==> config.mk <==
export PLATFORM = sky130hd
export DESIGN_NAME = mpd_generator
export DESIGN_NICKNAME = d
export VERILOG_FILES = /design/src/mpd_pkg.sv /design/src/mpd_generator.sv
export SDC_FILE = /design/constraint.sdc
export NUM_CORES = 1
export LEC_CHECK = 0
export ABC_AREA = 1
export BUFFER_PORTS_ARGS = -buffer_cell sky130_fd_sc_hd__buf_2
export CAP_MARGIN = 30
export CORE_MARGIN = 2
export CORE_UTILIZATION = 49
export CTS_CLUSTER_DIAMETER = 30
export DETAILED_ROUTE_END_ITERATION = 10
export MAX_ROUTING_LAYER = met4
export PLACE_DENSITY = 0.79
export SYNTH_ARGS = -nofsm -noshare
export SYNTH_HDL_FRONTEND = slang
export SYNTH_SLANG_ARGS = --single-unit
==> constraint.sdc <==
create_clock -name clk -period 2.3 [get_ports clk]
set_input_delay 0.69 -clock clk [delete_from_list [all_inputs] [get_ports clk]]
set_output_delay 0.69 -clock clk [all_outputs]
set_load 0.1 [all_outputs]
==> src/mpd_pkg.sv <==
// Package of constants and types for the match PWM DAC generator.
package mpd_pkg;
   // Counter and match width; covers periods above the 10-bit resolution.
   localparam int unsigned CNT_W       = 16;
   // Match channel count and PWM-capable outputs.
   localparam int unsigned N_MATCH     = 4;
   localparam int unsigned N_PWM       = 3;
   // Index of the channel that holds the period.
   localparam int unsigned PERIOD_IDX  = 3;
   // Reset values.
   localparam logic [15:0] PERIOD_RST  = 16'h0707;
   localparam logic [15:0] DUTY_RST    = 16'h0000;
   localparam logic [2:0]  PWM_EN_RST  = 3'h0;
   // Application figures for the configuring party.
   localparam int unsigned CLK_HZ      = 200000000;
   localparam int unsigned CARRIER_HZ  = 40000;
   localparam int unsigned MIN_PERIOD  = 1024;

   typedef logic [CNT_W-1:0] mpd_cnt_t;

   // Software side: duty values, period, PWM selects, run.
   typedef struct packed {
      mpd_cnt_t [N_PWM-1:0] duty;
      mpd_cnt_t             period;
      logic [N_PWM-1:0]     pwm_en;
      logic                 run;
   } mpd_cfg_t;

   // Module state apart from the capture flops.
   typedef struct packed {
      mpd_cnt_t             cnt;
      mpd_cnt_t [N_PWM-1:0] duty_act;
      mpd_cnt_t             period_act;
      logic [N_PWM-1:0]     en_act;
      logic [N_MATCH-1:0]   match_output_n;
      logic                 wrap;
   } mpd_state_t;
endpackage : mpd_pkg

==> src/mpd_generator.sv <==
// Match-based PWM generator used as a low-cost DAC.
//
// How it works
// Four match values drive four match outputs and four capture inputs latch the counter.
// In PWM mode the last match channel holds the period instead of a PWM output.
// Match outputs 2 to 0 can each be chosen individually for single-edge PWM.
// A counter equal to an enabled duty match value drives that output high; here a duty equal to the period never sets it, so it stays low.
// A match on the period value resets the counter to zero.
// When the counter returns to zero every PWM output that is high is cleared.
// Software chooses duty steps of one part in 1024 of the period.
// Software programs a period count above 1024 at the counting clock.
// Software sets the carrier to 40 kHz.
// New duty, period and select values take effect at the next wrap.
`timescale 1ns/100ps
module mpd_generator (
   // Clock and reset
   input  wire logic                 clk,
   input  wire logic                 nrst,
   // Configuration from software
   input  wire mpd_pkg::mpd_cfg_t    cfg,
   // Capture inputs, asynchronous pins
   input  wire logic [3:0]           capture_pin,
   // Outputs
   output logic [3:0]                match_output_n,
   output mpd_pkg::mpd_cnt_t [3:0]   capture_value_q,
   output logic                      wrap_q
);

   mpd_pkg::mpd_state_t s_q;
   mpd_pkg::mpd_state_t s_d;
   logic [3:0]          sync1_q;
   logic [3:0]          sync2_q;
   logic [3:0]          sync3_q;
   logic [3:0]          cap_lvl_q;

   // Capture pins: three flops, change counts once stages two and three agree.
   // The level starts low like an idle pin, so no false edge follows reset.
   always_ff @(posedge clk)
   begin
      if (!nrst)
      begin
         sync1_q         <= 4'h0;
         sync2_q         <= 4'h0;
         sync3_q         <= 4'h0;
         cap_lvl_q       <= 4'h0;
         capture_value_q <= '0;
      end
      else
      begin
         sync1_q <= capture_pin;
         sync2_q <= sync1_q;
         sync3_q <= sync2_q;
         for (int i = 0; i < 4; i++)
         begin
            if (sync2_q[i] == sync3_q[i])
            begin
               cap_lvl_q[i] <= sync3_q[i];
               if (sync3_q[i] && !cap_lvl_q[i])
               begin
                  capture_value_q[i] <= s_q.cnt;
               end
            end
         end
      end
   end

   always_comb
   begin
      logic at_period;
      s_d       = s_q;
      at_period = 1'b0;
      s_d.wrap  = 1'b0;
      if (cfg.run)
      begin
         at_period = (s_q.cnt == s_q.period_act);
         if (at_period)
         begin
            s_d.cnt  = '0;
            s_d.wrap = 1'b1;
            // Shadow values load only here, so a cycle is never mixed.
            s_d.duty_act   = cfg.duty;
            s_d.period_act = cfg.period;
            s_d.en_act     = cfg.pwm_en;
            for (int i = 0; i < mpd_pkg::N_PWM; i++)
            begin
               s_d.match_output_n[i] = 1'b0;
            end
         end
         else
         begin
            // A duty at or above the period never matches, so it stays low.
            s_d.cnt = mpd_pkg::CNT_W'(s_q.cnt + 1'b1);
            for (int i = 0; i < mpd_pkg::N_PWM; i++)
            begin
               if (s_q.en_act[i] && s_q.cnt == s_q.duty_act[i])
               begin
                  s_d.match_output_n[i] = 1'b1;
               end
            end
         end
         // The period channel toggles on its match as an ordinary output.
         s_d.match_output_n[mpd_pkg::PERIOD_IDX] =
            s_q.match_output_n[mpd_pkg::PERIOD_IDX] ^ at_period;
      end
   end

   always_ff @(posedge clk)
   begin
      if (!nrst)
      begin
         // Reset loads shadow values that the first wrap will replace.
         s_q.cnt            <= '0;
         s_q.duty_act       <= {mpd_pkg::N_PWM{mpd_pkg::DUTY_RST}};
         s_q.period_act     <= mpd_pkg::PERIOD_RST;
         s_q.en_act         <= mpd_pkg::PWM_EN_RST;
         s_q.match_output_n <= 4'h0;
         s_q.wrap           <= 1'b0;
      end
      else
      begin
         s_q <= s_d;
      end
   end

   assign match_output_n = s_q.match_output_n;
   assign wrap_q         = s_q.wrap;

   a_period_reset: assert property (@(posedge clk) disable iff (!nrst)
      cfg.run && s_q.cnt == s_q.period_act |=> s_q.cnt == '0 && s_q.wrap)
      else $error("counter did not reset on period match");
   a_pwm_set_high: assert property (@(posedge clk) disable iff (!nrst)
      cfg.run && s_q.cnt != s_q.period_act && s_q.en_act[0]
      && s_q.cnt == s_q.duty_act[0] |=> match_output_n[0])
      else $error("pwm output 0 not set on match");
   a_wrap_clears: assert property (@(posedge clk) disable iff (!nrst)
      s_q.wrap |-> match_output_n[2:0] == 3'h0)
      else $error("pwm outputs not cleared at wrap");
   a_disabled_low: assert property (@(posedge clk) disable iff (!nrst)
      s_q.wrap && !s_q.en_act[1] |-> !match_output_n[1] throughout
      (!s_q.wrap [*1] ##1 1'b1))
      else $error("unselected output went high");
   a_shadow_load: assert property (@(posedge clk) disable iff (!nrst)
      !s_q.wrap && !$past(s_q.wrap) |-> $stable(s_q.duty_act))
      else $error("duty changed away from wrap");
   a_high_holds: assert property (@(posedge clk) disable iff (!nrst)
      cfg.run && match_output_n[2] && s_q.cnt != s_q.period_act
      |=> match_output_n[2])
      else $error("pwm output dropped before wrap");
   a_period_chan: assert property (@(posedge clk) disable iff (!nrst)
      s_q.wrap |-> match_output_n[3] != $past(match_output_n[3]))
      else $error("period channel did not toggle");
   a_count_step: assert property (@(posedge clk) disable iff (!nrst)
      cfg.run && s_q.cnt != s_q.period_act
      |=> s_q.cnt == $past(s_q.cnt) + 16'h0001)
      else $error("counter did not step");

   // Outputs 0 and 1 follow the same set and hold rules as output 2.
   a_out1_set: assert property (@(posedge clk) disable iff (!nrst)
      cfg.run && s_q.cnt != s_q.period_act && s_q.en_act[1]
      && s_q.cnt == s_q.duty_act[1] |=> match_output_n[1])
      else $error("pwm output 1 not set on match");
   a_out2_set: assert property (@(posedge clk) disable iff (!nrst)
      cfg.run && s_q.cnt != s_q.period_act && s_q.en_act[2]
      && s_q.cnt == s_q.duty_act[2] |=> match_output_n[2])
      else $error("pwm output 2 not set on match");
   a_out0_holds: assert property (@(posedge clk) disable iff (!nrst)
      cfg.run && match_output_n[0] && s_q.cnt != s_q.period_act
      |=> match_output_n[0])
      else $error("pwm output 0 dropped before wrap");
   a_out1_holds: assert property (@(posedge clk) disable iff (!nrst)
      cfg.run && match_output_n[1] && s_q.cnt != s_q.period_act
      |=> match_output_n[1])
      else $error("pwm output 1 dropped before wrap");

   // A stopped counter holds its count and every match output.
   a_stop_freeze: assert property (@(posedge clk) disable iff (!nrst)
      !cfg.run |=> $stable(s_q.cnt) && $stable(match_output_n))
      else $error("stopped counter moved");
   a_cnt_bound: assert property (@(posedge clk) disable iff (!nrst)
      s_q.cnt <= s_q.period_act)
      else $error("counter passed the period");
   a_wrap_source: assert property (@(posedge clk) disable iff (!nrst)
      s_q.wrap |-> $past(cfg.run)
      && $past(s_q.cnt) == $past(s_q.period_act))
      else $error("wrap without a period match");

   // Shadow period and selects move only in the wrap cycle.
   a_shadow_period: assert property (@(posedge clk) disable iff (!nrst)
      !s_q.wrap |-> $stable(s_q.period_act))
      else $error("period changed away from wrap");
   a_shadow_select: assert property (@(posedge clk) disable iff (!nrst)
      !s_q.wrap |-> $stable(s_q.en_act))
      else $error("selects changed away from wrap");

   // An unselected output never rises, and the period channel moves at wraps.
   a_unselected_low: assert property (@(posedge clk) disable iff (!nrst)
      !s_q.en_act[2] && !match_output_n[2] |=> !match_output_n[2])
      else $error("unselected output 2 went high");
   a_period_still: assert property (@(posedge clk) disable iff (!nrst)
      !s_q.wrap |-> $stable(match_output_n[3]))
      else $error("period channel moved away from wrap");

   // Capture latches once per rising pin and holds otherwise.
   a_capture_latch: assert property (@(posedge clk) disable iff (!nrst)
      sync2_q[0] && sync3_q[0] && !cap_lvl_q[0]
      |=> capture_value_q[0] == $past(s_q.cnt))
      else $error("capture did not latch the count");
   a_capture_hold: assert property (@(posedge clk) disable iff (!nrst)
      !(sync2_q[0] && sync3_q[0] && !cap_lvl_q[0])
      |=> $stable(capture_value_q[0]))
      else $error("capture value changed without an edge");

   c_wrap: cover property (@(posedge clk) disable iff (!nrst) s_q.wrap);
   c_pwm_high: cover property (@(posedge clk) disable iff (!nrst)
      match_output_n[0] ##1 s_q.wrap);
   c_all_high: cover property (@(posedge clk) disable iff (!nrst)
      match_output_n[2:0] == 3'h7);
   // Capture edges and a held stop are the remaining scenarios to see.
   c_capture: cover property (@(posedge clk) disable iff (!nrst)
      sync2_q[0] && sync3_q[0] && !cap_lvl_q[0]);
   c_stopped: cover property (@(posedge clk) disable iff (!nrst)
      !cfg.run ##1 !cfg.run);
endmodule : mpd_generator

* After elaboration in Yosys (flattened, before gate mapping)
Cells that the tools add are included.
** Cells by class
- $add $sub $neg :: 1
- Eq/ne operators :: 8
- Mux-type cells :: 6
- Bitwise gates (word level) :: 1
- Reduce and logical (&&, ||, !) cells :: 23
** Operators with widths (count)
- equality test 16 bit :: 4
- AND reduction 2 bit :: 9
- adder 16 x 1 -> 16 bit, second input constant :: 1
- 2-to-1 mux 16 bit :: 1
- logical AND 1 bit :: 7
- nonzero test 2 bit :: 3
- equality test 1 bit :: 4
- logical NOT 1 bit :: 4
- 2-to-1 mux 1 bit :: 4
- 2-to-1 mux 3 bit :: 1
- bitwise XOR 1 bit :: 1
** Storage, ports and cells
- Bits in registers :: 168
- Input bits :: 74
- Output and inout bits :: 69
- Word-level logic and storage cells :: 61

* Depth between registers and ports, before layout
- Depth in word-level cells :: 4
- Gate-level depth with buffers :: 12
- Depth with buffers taken out :: 10

* Worst setup path after synthesis
No wires, ideal clock.
- Path kind :: input -> register
- Start :: in nrst
- End :: reg capture_value_q[0] (netlist bit)
- Setup time :: 71 ps
- Arrival :: 1599 ps
- Data required time :: 2229 ps
- Slack :: 630 ps
- Stages :: 5
- Path buffers :: 3
- Cell sequence :: clkbuf_1 clkbuf_1 clkbuf_1 o21ai_0 a21oi_1
** RTL lines
- start, declared :: line mpd_generator.sv:18 : input wire logic nrst,
- end signal, assigned by index :: line mpd_generator.sv:60 : capture_value_q[i] <= s_q.cnt;
- end, declared :: line mpd_generator.sv:25 : output mpd_pkg::mpd_cnt_t [3:0] capture_value_q,

* Worst setup path in the final report
- Start :: reg s_q[78] (netlist bit)
- End :: reg match_output_n[2] (netlist name)
** Between the ends
- Longest elaborated chain between the ends :: 4
- Elaborated cells between the ends (all ways) :: 6
- Those cells by class :: eq/ne: 2; mux: 1; reduce/logical: 3
** RTL lines
- start, declared :: line mpd_generator.sv:29 : mpd_pkg::mpd_state_t s_q;
- equality test 16 bit :: line mpd_generator.sv:95 : if (s_q.en_act[i] && s_q.cnt == s_q.duty_act[i])
- logical AND 1 bit :: line mpd_generator.sv:95
- nonzero test 2 bit (no source line)
- AND reduction 2 bit (no source line)
Several ways; a longest one is shown, not always the timed one.
A chain may end at the register's enable or synchronous reset.

==> impl_results.md <==
- CTS tree: built
- Slew Viols, Final: 0
- Final nets: 1,132
- Critical Path RT: roughly 2.6 ns
- First-pass GRT wire length: 29.71 mm
- Final clock skew: between 0.007 and 0.008 ns
- #FFs+latches synth: between 150 and 200
- Post-Synthesis Cells: 931
- Setup TNS: 0 ns
- Post-DR wirelength/cell: 14.78 um
- DRT iter0 DRCs: 539
- Crit start category: flip-flop
- Die height: around 130 um
- Worst slack, placed: 0.2146 ns
- Fmax: 0.4784 GHz
- Number of I/O port buffers: 142
- Worst Hold Class: reg2reg
- Slew @ Worst Pin: 0.6318 ns
- Avg Vias per Cell: 5.107
- Worst EP arrival: 2.40 ns
- Synth Net Count: 1,006
- Residual DRC: 0
- Commonest cells after routing, fill and taps aside: nand2_1, dfxtp_1, buf_2
- # Post-CTS Setup Buffers: 0
- Num rows: 44
- Synth-to-layout area growth: 20.26%
- Outcome: completed
- Post-CTS sizing: 0
- Post-Route WL: 18.53 mm
- DR vias: 6,404
- Clock Sinks: 168
- Fraction of final layout cells sized beyond drive strength 1: between 20 and 30%
- Initial antenna violation count: 0
- Mapped cell area: 7182 um2
- Total die area: 15,640 um2
- Initial core utilization: about half
- Post-synthesis sequential area ratio: 46.83%
- Min cycle time layout: 2.090 ns
- All-layer global routing usage: 24.76%
- Critical path class: reg2reg
- Pin count of the biggest net entering global routing: 86
- Cts bufs inserted: 17
- Hold Buf Count CTS: 0
- Final worst-path cycle share: 90.89%
- Grt ovf: 0
- Number of global-route vias before repair: 5,959
- Antenna fix cells: 0
- Clock buffer depth: 2
- Final setup vio count: 0
- Most common cell after layout, fill and taps aside: nand2_1
- Slew margin rel.: 57.83%
- Boundary pin count: 143
- Final ANT Viol Nets: 0
- Clk Latency, worst-skew pair: around 0.43 ns
- PwrDens: 720.3 nW/um2
- Main area contributors after synthesis: dfxtp_1, nand2_1, nand2_2
- Share of the synthesized area in the top cell type: 46.83%
- Detailed Routing Iterations Pass 1: 5
- Worst vdd ir: 544.4 uV
- Cell variety after synth: 29
- Max-capacitance violation count: 0
- Fill cells: approximately 1,300
- Cell taking the most area after synthesis: dfxtp_1
- Register Area: 3363 um2
- H-tree Lvls: 4
- CP max FO: 19
- Final Wtd Congestion: 0.8998
- Warnings from Yosys: 0
- Chip width: 125.1 um
- Clk root buf: clkbuf_16
- P_leak: roughly 0.0042 uW
- Hold Violations, Final: 0
- Worst setup margin: 0.2095 ns
- RSZ-0062 raised after global routing: false
- Core area: 14,420 um2
- Multi-input gate area: 3171 um2
- Syn Area/Cell: 7.714 um2
- HPWL after DPL: roughly 13 mm
- CP Capture Type: flip-flop
- Clk slew on worst S/H paths: 0.07 ns
## report_power, final
part | leakage [uW] | switching (uW) | total, uW | internal (uW)
combinational | 0.00258 | 190 | 280 | 89.7
clock | 0.000304 | 1230 | 2990 | 1770
sequential | 0.00136 | 19.3 | 2950 | 2930
## cell usage after synthesis (all sizes together)
library cell,count
a21boi,1
a21oi,72
buf,26
clkbuf,35
dfxtp,168
ha,1
inv,70
nand2,271
nand3,80
nand3b,2
nand4,10
nor2,75
nor3,3
o21ai,89
o31ai,1
xnor2,11
xor2,16
## cell families (layout without fill, tap and decap cells)
group | after synthesis | after routing | share of synthesized area (%)
fa+ha+maj | 1 | 1 | 0.1742
flops | 168 | 168 | 46.83
buf+inv | 131 | 270 | 9.024
compound gates | 163 | 163 | 11.43
xor+xnor | 27 | 27 | 3.397
simple gates | 441 | 441 | 29.15
## worst max-delay path, stage by stage, from the launching register on
cell	delay (ns)
dfxtp_1	0.63
inv_2	0.19
nand2_1	0.10
nand2_1	0.06
nor2_2	0.14
nand2_2	0.10
nor2_8	0.19
nand3_4	0.11
nand2_2	0.32
nor2_1	0.10
## metal layers
| layer | wire (um) | track usage, % | share of wire (%) |
|---|---|---|---|
| met5 | 0 | - | 0 |
| met4 | 405 | 10.00 | 2.2 |
| met3 | 1412 | 5.263 | 7.6 |
| met2 | 8724 | 39.29 | 47 |
| met1 | 7985 | 30.88 | 43 |
## layout make-up
cell class / count / share of cell area (%)
Clock buffer: 18 / 5.085
Timing Repair Buffer: 168 / 11.39
Clock inverter: 14 / 2.173
Sequential cell: 168 / 38.94
Inverter: 70 / 3.042
Multi-Input combinational cell: 632 / 36.71
Tap cell: 184 / 2.666
## through the flow
stage / cell area [um2] / power (uW) / cells / hold slack (ns) / util [%]
floorplan: 7182 / 3170 / 931 / 0.3905 / -
global placement: 8010 / 3291 / 1222 / 0.3965 / 55.53
detailed placement: 8010 / 3293 / 1222 / 0.4058 / 55.53
CTS: 8637 / 6267 / 1254 / 0.4227 / 59.88
global route: 8637 / 6404 / 1254 / 0.4381 / 59.88
finish: 8637 / 6222 / 1254 / 0.4162 / 59.88
## final timing paths
path	startpoint	to	slack, ns	cells past startpoint
hold reg to reg	sync1_q[0]	sync2_q[0]	0.42	2
setup reg to reg	s_q[78]	match_output_n[2]	0.21	9
setup / recovery	s_q[78]	match_output_n[2]	0.21	9
hold / removal	sync1_q[0]	sync2_q[0]	0.42	2
## state kept, by name, indices dropped and copies added, names as in the netlist
| name | count |
|---|---|
| sync3_q | 4 |
| sync1_q | 4 |
| wrap_q | 1 |
| s_q | 83 |
| capture_value_q | 64 |
| cap_lvl_q | 4 |
| match_output_n | 4 |
| sync2_q | 4 |
Power figures use the tool's default switching activity.
